===== config.mk =====
export PLATFORM = sky130hd
export DESIGN_NAME = p2gpio_top
export DESIGN_NICKNAME = d
export VERILOG_FILES = /design/src/rtl/p2gpio_pkg.sv /design/src/rtl/p2gpio_pad.sv /design/src/rtl/p2gpio_top.sv
export SDC_FILE = /design/constraint.sdc
export NUM_CORES = 1
export LEC_CHECK = 0
export BUFFER_PORTS_ARGS = -buffer_cell sky130_fd_sc_hd__buf_2
export CORE_ASPECT_RATIO = 0.5
export CORE_MARGIN = 4
export CORE_UTILIZATION = 53
export CTS_CLUSTER_DIAMETER = 60
export DETAILED_ROUTE_END_ITERATION = 6
export MAX_ROUTING_LAYER = met4
export PLACE_DENSITY = 0.78
export SYNTH_ARGS = -nofsm -noshare
export SYNTH_HDL_FRONTEND = slang
export SYNTH_SLANG_ARGS = --single-unit

===== constraint.sdc =====
create_clock -name I_CLK -period 3.7 [get_ports I_CLK]
set_clock_uncertainty 0.2 [all_clocks]
set_input_delay 0.74 -clock I_CLK [delete_from_list [all_inputs] [get_ports I_CLK]]
set_output_delay 0.74 -clock I_CLK [all_outputs]
set_load 0.02 [all_outputs]

===== src/rtl/p2gpio_pkg.sv =====
// package: register map, reset values and field positions of the port-two gpio block
package p2gpio_pkg;
	localparam logic [15:0] ADDR_PIN_FUNCTION_SELECT = 16'hFFC9;
	localparam logic [15:0] ADDR_OPEN_DRAIN_SELECT   = 16'hFFCB;
	localparam logic [15:0] ADDR_PORT_TWO_DATA       = 16'hFFD5;
	localparam logic [15:0] ADDR_PORT_TWO_DIRECTION  = 16'hFFE5;
	// own registers for the port-one pull-up control bits
	localparam logic [15:0] ADDR_PORT_ONE_DIRECTION  = 16'hFFE4;
	localparam logic [15:0] ADDR_PORT_ONE_PULLUP     = 16'hFFE0;

	localparam logic [7:0] RST_PIN_FUNCTION_SELECT = 8'hC0;
	localparam logic [7:0] RST_OPEN_DRAIN_SELECT   = 8'h00;
	localparam logic [7:0] RST_PORT_TWO_DATA       = 8'h00;
	localparam logic [7:0] RST_PORT_TWO_DIRECTION  = 8'h00;
	localparam logic [7:0] RST_PORT_ONE            = 8'h00;
	localparam logic [7:0] PFS_FIXED_ONES          = 8'hC0;
	localparam logic [7:0] DIRECTION_READ_VALUE    = 8'hFF;
	localparam logic [7:0] UNMAPPED_READ_VALUE     = 8'h00;

	localparam int BIT_EXT_INT_FOUR_SELECT   = 0;
	localparam int BIT_UPDOWN_INPUT_SELECT   = 1;
	localparam int BIT_SERIAL_OUT_A_OFF      = 2;
	localparam int BIT_EXT_INT_ZERO_SELECT   = 3;
	localparam int BIT_CAPTURE_FILTER_ENABLE = 4;
	localparam int BIT_SERIAL_OUT_B_OFF      = 5;
	localparam int PULLUP_LOW_PIN            = 4;
endpackage


===== src/rtl/p2gpio_pad.sv =====
// one port-two pad: gpio or alternate-input steering and buffer type
`timescale 1ns/1ps
`default_nettype none
module p2gpio_pad (
	input  wire logic i_clk,        // system clock
	input  wire logic i_rst,        // async reset, active high
	input  wire logic i_alt_sel,    // pin given to an alternate input
	input  wire logic i_dir,        // direction bit
	input  wire logic i_data,       // data latch bit
	input  wire logic i_od,         // open-drain select bit
	output logic      o_pad_out,    // registered pad drive level
	output logic      o_pad_oe      // registered pad output enable
);
	wire drive_en;
	wire out_nxt;
	wire oe_nxt;
	// alternate input pins never drive
	assign drive_en = i_dir & ~i_alt_sel;
	// open drain: drive only the low level, release for a high
	assign out_nxt  = i_od ? 1'b0 : i_data;
	assign oe_nxt   = drive_en & (~i_od | ~i_data);
	always_ff @(posedge i_clk or posedge i_rst) begin
		if (i_rst) begin
			o_pad_out <= 1'b0;
			o_pad_oe  <= 1'b0;
		end else begin
			o_pad_out <= out_nxt;
			o_pad_oe  <= oe_nxt;
		end
	end
endmodule
`default_nettype wire


===== src/rtl/p2gpio_top.sv =====
// top: wishbone registers and pin control for the port-two gpio block
//
// Local design decision: the Wishbone interface to the registers.
`timescale 1ns/1ps
`default_nettype none
// Overview of operation
// - port-one pins 7..4 pull up only when direction is 0 and pull-up bit 1.
// - all port-one pull-ups are off after reset.
// - data read returns the latch for general I/O bits whose direction is 1.
// - data read returns the live pin for bits whose direction is 0.
// - data latch resets to zero.
// - direction 1 drives the pin, direction 0 leaves it an input.
// - direction and latch act only while the pin is general I/O.
// - direction register is write-only and reads as all ones.
// - direction register resets to zero, all pins inputs.
// - function-select bits 7 and 6 read one and ignore writes.
// - function-select register resets to 0xC0.
// - bit 5 makes serial output b open drain when 1, push-pull when 0.
// - bit 2 makes serial output a open drain when 1, push-pull when 0.
// - bit 4 enables the capture input noise filter; resets to 0.
// - bit 3 routes port-four pin 3 to external interrupt zero.
// - bit 1 makes port-two pin 1 the up/down count input.
// - bit 0 makes port-two pin 0 interrupt four and converter trigger input.
// - open-drain bit n makes output pin n open drain, else push-pull.
// - open-drain select resets to zero.
module p2gpio_top
	import p2gpio_pkg::*;
#(
	parameter int PIN_COUNT = 8
) (
	input  wire logic        I_CLK,                    // 40 MHz system clock
	input  wire logic        I_RST,                    // async reset, active high
	input  wire logic        i_wb_cyc,                 // wishbone cycle
	input  wire logic        i_wb_stb,                 // wishbone strobe
	input  wire logic        i_wb_we,                  // wishbone write enable
	input  wire logic [15:0] i_wb_adr,                 // wishbone byte address
	input  wire logic [7:0]  i_wb_dat,                 // wishbone write data
	input  wire logic        i_wb_sel,                 // wishbone byte select
	output logic      [7:0]  o_wb_dat,                 // wishbone read data
	output logic             o_wb_ack,                 // wishbone acknowledge
	input  wire logic [PIN_COUNT-1:0] i_p2_pin,        // port-two pin levels
	output logic      [PIN_COUNT-1:0] o_p2_out,        // port-two drive levels
	output logic      [PIN_COUNT-1:0] o_p2_oe,         // port-two output enables
	input  wire logic        i_p43_pin,                // port-four pin 3 level
	output logic             o_p43_data,               // port-four pin 3 as plain input
	output logic             o_ext_int_zero_n,         // external interrupt zero input
	output logic             o_ext_int_four_n,         // external interrupt four input
	output logic             o_converter_trigger_n,    // converter trigger input
	output logic             o_updown_count,           // up/down count input
	output logic             o_capture_filter_enable,  // capture input filter on
	output logic             o_serial_out_a_highside_off, // serial out a open drain
	output logic             o_serial_out_b_highside_off, // serial out b open drain
	output logic      [3:0]  o_p1_pullup_on           // port-one pins 7..4 pull-up
);
	logic [7:0] pin_function_select_r;
	logic [7:0] open_drain_select_r;
	logic [PIN_COUNT-1:0] port_two_data_r;
	logic [PIN_COUNT-1:0] port_two_direction_r;
	logic [7:0] port_one_direction_r;
	logic [7:0] port_one_pullup_enable_r;
	logic [7:0] rd_nxt;

	wire req       = i_wb_cyc & i_wb_stb & ~o_wb_ack;
	wire wr        = req & i_wb_we & i_wb_sel;
	wire hit_pfs   = i_wb_adr == ADDR_PIN_FUNCTION_SELECT;
	wire hit_od    = i_wb_adr == ADDR_OPEN_DRAIN_SELECT;
	wire hit_data  = i_wb_adr == ADDR_PORT_TWO_DATA;
	wire hit_dir   = i_wb_adr == ADDR_PORT_TWO_DIRECTION;
	wire hit_p1dir = i_wb_adr == ADDR_PORT_ONE_DIRECTION;
	wire hit_p1pu  = i_wb_adr == ADDR_PORT_ONE_PULLUP;

	wire ext_int_four_sel = pin_function_select_r[BIT_EXT_INT_FOUR_SELECT];
	wire updown_sel       = pin_function_select_r[BIT_UPDOWN_INPUT_SELECT];
	wire ext_int_zero_sel = pin_function_select_r[BIT_EXT_INT_ZERO_SELECT];

	// pins 1 and 0 leave gpio when their function bit is set
	wire [PIN_COUNT-1:0] alt_sel =
		{{(PIN_COUNT-2){1'b0}}, updown_sel, ext_int_four_sel};

	// alternate pins read the live pin, like inputs
	wire [PIN_COUNT-1:0] out_mask = port_two_direction_r & ~alt_sel;
	wire [PIN_COUNT-1:0] data_view =
		(port_two_data_r & out_mask) | (i_p2_pin & ~out_mask);

	wire [3:0] pullup_nxt =
		~port_one_direction_r[7:PULLUP_LOW_PIN] &
		port_one_pullup_enable_r[7:PULLUP_LOW_PIN];

	always_comb begin
		rd_nxt = UNMAPPED_READ_VALUE;
		if (hit_pfs) begin
			rd_nxt = pin_function_select_r | PFS_FIXED_ONES;
		end else if (hit_od) begin
			rd_nxt = open_drain_select_r;
		end else if (hit_data) begin
			rd_nxt = 8'(data_view);
		end else if (hit_dir) begin
			rd_nxt = DIRECTION_READ_VALUE;
		end else if (hit_p1dir) begin
			rd_nxt = DIRECTION_READ_VALUE;
		end else if (hit_p1pu) begin
			rd_nxt = port_one_pullup_enable_r;
		end
	end

	// single-cycle ack, every address answered
	always_ff @(posedge I_CLK or posedge I_RST) begin
		if (I_RST) begin
			o_wb_ack <= 1'b0;
			o_wb_dat <= 8'h00;
		end else begin
			o_wb_ack <= req;
			o_wb_dat <= req ? rd_nxt : 8'h00;
		end
	end

	always_ff @(posedge I_CLK or posedge I_RST) begin
		if (I_RST) begin
			pin_function_select_r <= RST_PIN_FUNCTION_SELECT;
			open_drain_select_r   <= RST_OPEN_DRAIN_SELECT;
			port_two_data_r       <= RST_PORT_TWO_DATA[PIN_COUNT-1:0];
			port_two_direction_r  <= RST_PORT_TWO_DIRECTION[PIN_COUNT-1:0];
		end else if (wr) begin
			if (hit_pfs) begin
				pin_function_select_r <= i_wb_dat | PFS_FIXED_ONES;
			end
			if (hit_od) begin
				open_drain_select_r <= i_wb_dat;
			end
			if (hit_data) begin
				port_two_data_r <= i_wb_dat[PIN_COUNT-1:0];
			end
			if (hit_dir) begin
				port_two_direction_r <= i_wb_dat[PIN_COUNT-1:0];
			end
		end
	end

	always_ff @(posedge I_CLK or posedge I_RST) begin
		if (I_RST) begin
			port_one_direction_r     <= RST_PORT_ONE;
			port_one_pullup_enable_r <= RST_PORT_ONE;
		end else if (wr) begin
			if (hit_p1dir) begin
				port_one_direction_r <= i_wb_dat;
			end
			if (hit_p1pu) begin
				port_one_pullup_enable_r <= i_wb_dat;
			end
		end
	end

	// function outputs registered so every top output leaves a flip-flop
	always_ff @(posedge I_CLK or posedge I_RST) begin
		if (I_RST) begin
			o_p1_pullup_on              <= 4'h0;
			o_p43_data                  <= 1'b0;
			o_ext_int_zero_n            <= 1'b1;
			o_ext_int_four_n            <= 1'b1;
			o_converter_trigger_n       <= 1'b1;
			o_updown_count              <= 1'b0;
			o_capture_filter_enable     <= 1'b0;
			o_serial_out_a_highside_off <= 1'b0;
			o_serial_out_b_highside_off <= 1'b0;
		end else begin
			o_p1_pullup_on <= pullup_nxt;
			// unselected interrupt and trigger inputs see an idle high level, the up/down count input a low
			o_p43_data       <= i_p43_pin;
			o_ext_int_zero_n <= ext_int_zero_sel ? i_p43_pin : 1'b1;
			o_ext_int_four_n <= ext_int_four_sel ? i_p2_pin[0] : 1'b1;
			o_converter_trigger_n <= ext_int_four_sel ? i_p2_pin[0] : 1'b1;
			o_updown_count   <= updown_sel ? i_p2_pin[1] : 1'b0;
			o_capture_filter_enable <=
				pin_function_select_r[BIT_CAPTURE_FILTER_ENABLE];
			o_serial_out_a_highside_off <=
				pin_function_select_r[BIT_SERIAL_OUT_A_OFF];
			o_serial_out_b_highside_off <=
				pin_function_select_r[BIT_SERIAL_OUT_B_OFF];
		end
	end

	genvar g;
	generate
		for (g = 0; g < PIN_COUNT; g++) begin : g_pad
			p2gpio_pad u_pad (
				.i_clk     (I_CLK),
				.i_rst     (I_RST),
				.i_alt_sel (alt_sel[g]),
				.i_dir     (port_two_direction_r[g]),
				.i_data    (port_two_data_r[g]),
				.i_od      (open_drain_select_r[g]),
				.o_pad_out (o_p2_out[g]),
				.o_pad_oe  (o_p2_oe[g])
			);
		end
	endgenerate
endmodule
`default_nettype wire


==> flow_summary.toml, run 1 <==
[run_status]
status = "finished clean"

[logic_synthesis]
ys_seq_area_frac = 0.593
ys_seq_elements = 78
syn_nets = 285
postSynthAreaPerCell_sq_um = 13.4
syn_inst = 246
synth.cell_area_sq_um = 3300
synth_edf_count = 0
synth-async-reset-ratio = 1.00
yosys_warnings = 0
synth_cell_types = 35
synth_ff_type = "dfrtp_1"

[power_and_ir_drop]
irDropWorstVdd_v = 0.000317
p_leak_uw = 0.00206
power_density_nw_per_um2 = 445

[clock_tree]
cts.sinks = 78
numCtsBuffers = 9
cts_setup_buffers = 0
clk_latency_ps = 340
h-tree-depth = 3
tritoncts = "yes"
post_cts_resized = 0
clk_pin_slew_worst_paths_ps = 60
holdBufCountCts = 0
cts_max_path_buffers = 2
root_buffer = "clkbuf_16"

[setup_path]
cp-startpoint = "i_wb_adr[4]"
r2r_slack_ps = 1080
cp-start-kind = "input port"
critical_path_required_ps = 3720
worstSetupEndpoint = "open_drain_select_r[1]$_DFFE_PP0P_"
arrival_ps = 2880
r2r-end = "port_two_direction_r[1]$_DFFE_PP0P_"
critPathCaptureType = "flop"
crit_type = "input port to flop"
critPathMaxFanout = 8
r2r_start = "o_wb_ack$_DFF_PP0_"
reg2regPathDepth = 4

[route]
drtPass1Iterations = 4
wl_per_cell_microns = 17.8
ant_nets = 0
vias_per_cell = 5.46
vias = 2193
drc = 0
drt_iter0_markers = 176
routed_wl_mm = 7.18

[place]
placed_cell_area_sq_um = 3660
port_buffers = 75
dp.cells = 386
dp_hpwl_mm = 4.98
gp_congestion = 0.788
pre_cts_slack_ps = 533

[finish]
fin_cells = 402
utilization = 0.686
most-common-layout-cells = "dfrtp_1 (76), buf_2 (75), mux2_2 (30)"
diodes = 0
nFillCells = 430
fin_area_sq_um = 3950
final_common_cell = "dfrtp_1"
finish.net_count = 352
area_growth_pct = 19.7
drive_gt1_frac = 0.425

[sta]
min_period_ps = 2860
fmax_mhz = 349
worst_pin_slew_ps = 753
setup_viol_count_final = 0
slew_headroom = 0.495
rsz0062_at_grt = "no"
finalSetupTns_ps = 0
finalMaxSlewViolations = 0
period_share = 0.773
hold_viol = 0
fin_ws_ps = 839

[global_route]
grt-ovfl-total = 0
grt_pass1_wl_mm = 11.7
track_usage = 0.211
grt_max_degree = 72
grt_antenna_before_repair = 0
grt_pass1_vias = 2336

[floorplanning]
boundaryPins = 76
rows = 19
die_y_microns = 63.8
fp.dieW_microns = 120
fp.coreArea_sq_um = 5750
die-area_sq_um = 7620
start_util = 0.573

[run]
drv_cap = 0

[worst_hold_path]
hold_class = "input port to asynchronous set/reset pin"
[through the flow]
step,total power [uW],hold WS (ps)
floorplan,899,162
global placement,939,178
detailed placement,943,185
CTS,1770,93.5
global route,1830,101
finish,1750,99.6
[critical path, stage by stage]
cell    delay (ps)
buf_2          120
or4b_1         570
or4_1          470
or3_1          580
mux2_4         390
[cell usage after synthesis (all sizes together), types with 2 or more instances]
master | count | share of area
nand3 | 12 | 0.018
nor2b | 13 | 0.025
or4 | 3 | 0.0068
nand4 | 4 | 0.0076
dfstp | 2 | 0.016
nand2b | 4 | 0.0076
inv | 3 | 0.0034
nand3b | 2 | 0.0046
a21oi | 10 | 0.015
buf | 19 | 0.043
a21boi | 6 | 0.014
mux2 | 42 | 0.15
a221o | 8 | 0.024
mux2i | 8 | 0.024
dfrtp | 76 | 0.58
clkbuf | 3 | 0.0034
o21ai | 15 | 0.023
nor2 | 2 | 0.0023
and3b | 2 | 0.0053
and2 | 2 | 0.0038
[registers in the layout, indices dropped and copies added, names as in the netlist, 4 cells and up]
name / flops
g_pad.u_pad.o_pad_oe: 8
g_pad.u_pad.o_pad_out: 8
o_wb_dat: 8
open_drain_select_r: 8
port_one_pullup_enable_r: 8
port_two_data_r: 8
port_two_direction_r: 8
pin_function_select_r: 6
o_p1_pullup_on: 4
port_one_direction_r: 4
[worst min path at each step]
stage / startpoint / to / slack, ps / cells past startpoint
2_1_floorplan: pin_function_select_r[4]$_DFFE_PP0P_ / o_capture_filter_enable$_DFF_PP0_ / 160 / 0
3_3_place_gp: pin_function_select_r[4]$_DFFE_PP0P_ / o_capture_filter_enable$_DFF_PP0_ / 180 / 0
5_1_grt: I_RST / o_capture_filter_enable$_DFF_PP0_ / 100 / 2
4_1_cts: I_RST / o_capture_filter_enable$_DFF_PP0_ / 90 / 2
6_report: I_RST / o_p1_pullup_on[0]$_DFF_PP0_ / 100 / 2
3_5_place_dp: pin_function_select_r[4]$_DFFE_PP0P_ / o_capture_filter_enable$_DFF_PP0_ / 180 / 0
[cell type report]
type | instances | area (sq um) | share of cell area
clock buffer | 13 | 270 | 0.0685
tap | 84 | 105 | 0.0266
inverter | 3 | 11.3 | 0.00285
timing repair buffer | 78 | 410 | 0.104
sequential | 78 | 1950 | 0.495
multi-input combinational | 143 | 1180 | 0.298
clock inverter | 3 | 17.5 | 0.00444
[kinds of logic (layout without fill, tap and decap cells)]
kind of cell,after synthesis,count (layout),share of synthesized area
muxes,50,50,0.177
buffers and inverters,25,97,0.0501
DFF,78,78,0.593
AOI/OAI and AO/OA,39,39,0.0759
and+or+nand+nor,54,54,0.104
[metal layers]
metal  part of all wire  track usage
met4              0.023       0.0984
met2               0.48        0.324
met5                  0            -
met1               0.42        0.245
met3              0.071       0.0863
[power breakdown]
part           internal (uW)  switching, uW  leakage, uW
clock network            506            321     0.000142
logic                   24.9           47.2     0.000837
registers                855          0.382      0.00108
total                   1390            369      0.00206
No activity file was read; power rests on OpenSTA's default activity.
==> run 2, diff against run 1 <==
clock period = 2.94 ns   (was 3.7 ns; I/O delays follow)
==> run 2 against run 1 <==
Sequential share of layout area shrank 1.1 points. Hold slack gained 68 ps. Setup slack lost 550 ps. Cell area grew 2.2%. Critical path depth grew 1. Count of clock-buffer cells in the layout shrank 3. Cell count grew 2.7%. Die area is the same. Register-to-register slack lost 490 ps. Critical path type unchanged. Largest cell class unchanged. Highest routed layer unchanged.
==> flow_summary.toml, run 2 (synthesis results as in run 1) <==
[place]
pre_cts_slack_ps = 15.3
gp_congestion = 0.809
dp_hpwl_mm = 5.30
port_buffers = 75

[floorplanning]
fp.dieW_microns = 120
die-area_sq_um = 7620
start_util = 0.573
rows = 19
boundaryPins = 76
die_y_microns = 63.8
fp.coreArea_sq_um = 5750

[power_and_ir_drop]
p_leak_uw = 0.00210
p_total_uw = 2250
irDropWorstVdd_v = 0.000294
power_density_nw_per_um2 = 558

[clock_tree]
holdBufCountCts = 0
root_buffer = "clkbuf_16"
numCtsBuffers = 9
cts_setup_buffers = 0
cts_max_path_buffers = 2
clk_pin_slew_worst_paths_ps = 60
tritoncts = "yes"
clk_latency_ps = 330
post_cts_resized = 0
cts.sinks = 78
h-tree-depth = 3

[route]
drc = 0
wl_per_cell_microns = 19.1
drt_iter0_markers = 215
drtPass1Iterations = 4
ant_nets = 0
vias = 2310
routed_wl_mm = 7.87
vias_per_cell = 5.59

[finish]
multiInputGateArea_sq_um = 1180
drive_gt1_frac = 0.444
utilization = 0.701
area_growth_pct = 22.3
finish.net_count = 363
regArea_sq_um = 1950
diodes = 0
final_common_cell = "dfrtp_1"
nFillCells = 420
most-common-layout-cells = "dfrtp_1 (76), buf_2 (75), mux2_2 (30)"

[sta]
min_period_ps = 2650
finalMaxSlewViolations = 0
hold_viol = 0
finalSetupTns_ps = 0
worst_pin_slew_ps = 775
setup_viol_count_final = 0
period_share = 0.902
fin_ws_ps = 289
rsz0062_at_grt = "no"
fmax_mhz = 377
slew_headroom = 0.480

[run_status]
status = "finished clean"

[setup_path]
worstSetupEndpoint = "open_drain_select_r[5]$_DFFE_PP0P_"
reg2regPathDepth = 6
critPathMaxFanout = 8
path_depth = 6
crit_chain = "buf_2, or4b_1, or4_1, or3_1, buf_4, mux2_4"
critical_path_buf_inv_count = 2
r2r_start = "o_wb_ack$_DFF_PP0_"
arrival_ps = 2670
crit_type = "input port to flop"
r2r_slack_ps = 590
slowest_delay_ps = 580
critical_path_required_ps = 2960
cp-startpoint = "i_wb_adr[4]"
r2r-end = "open_drain_select_r[5]$_DFFE_PP0P_"
critPathCaptureType = "flop"
crit_path_top_delay_cell = "or4b_1"
cp-start-kind = "input port"
cpLargestDelayFamily = "simple AND/OR/NAND/NOR gates"

[global_route]
grt_pass1_vias = 2465
track_usage = 0.230
grt_max_degree = 37
grt_pass1_wl_mm = 12.9
grt_antenna_before_repair = 0
grt-ovfl-total = 0

[worst_hold_path]
holdCritStartpoint = "i_p43_pin"
hold_class = "input port to flop"

[run]
drv_cap = 0
[run 2: changes by cell type in the layout (fill, tap and decap cells not counted)]
cell / delta
buf_4: +11
clkbuf_8: -3
clkinvlp_4: +2
bufinv_16: +1
[run 2: report_power, final]
group          leakage (uW)  internal, uW  switching, uW
Combinational      0.000886          33.0           61.9
Clock              0.000134           654            427
Sequential          0.00108          1080          0.504
[run 2: how the worst min path moves through the flow]
| stage | slack [ps] | end | cells after the start |
|---|---|---|---|
| floorplan | 160 | o_capture_filter_enable$_DFF_PP0_ | 0 |
| global placement | 180 | o_serial_out_b_highside_off$_DFF_PP0_ | 0 |
| detailed placement | 180 | o_capture_filter_enable$_DFF_PP0_ | 0 |
| CTS | 160 | o_p43_data$_DFF_PP0_ | 1 |
| global route | 160 | o_p43_data$_DFF_PP0_ | 1 |
| finish | 170 | o_p43_data$_DFF_PP0_ | 1 |
[run 2: per-layer routing]
layer | up-vias | track usage | share of wire
met5 | - | - | 0
li1 | 1045 | - | -
met3 | 22 | 0.0855 | 0.090
met2 | 118 | 0.376 | 0.49
met1 | 1125 | 0.263 | 0.39
met4 | 0 | 0.0899 | 0.022
[run 2: final cells by class]
class | instances | share of cell area
clock buffer | 10 | 0.0568
clock inverter | 6 | 0.0155
inverter | 3 | 0.00279
multi-input combinational | 143 | 0.292
sequential | 78 | 0.485
tap | 84 | 0.0261
timing repair buffer | 89 | 0.122
[run 2: stage by stage]
| step | area (sq um) | instances | hold slack, ps |
|---|---|---|---|
| finish | 4030 | 413 | 168 |
| global route | 4030 | 413 | 159 |
| CTS | 4030 | 413 | 159 |
| detailed placement | 3740 | 397 | 181 |
| global placement | 3740 | 397 | 183 |
| floorplan | 3300 | 246 | 162 |
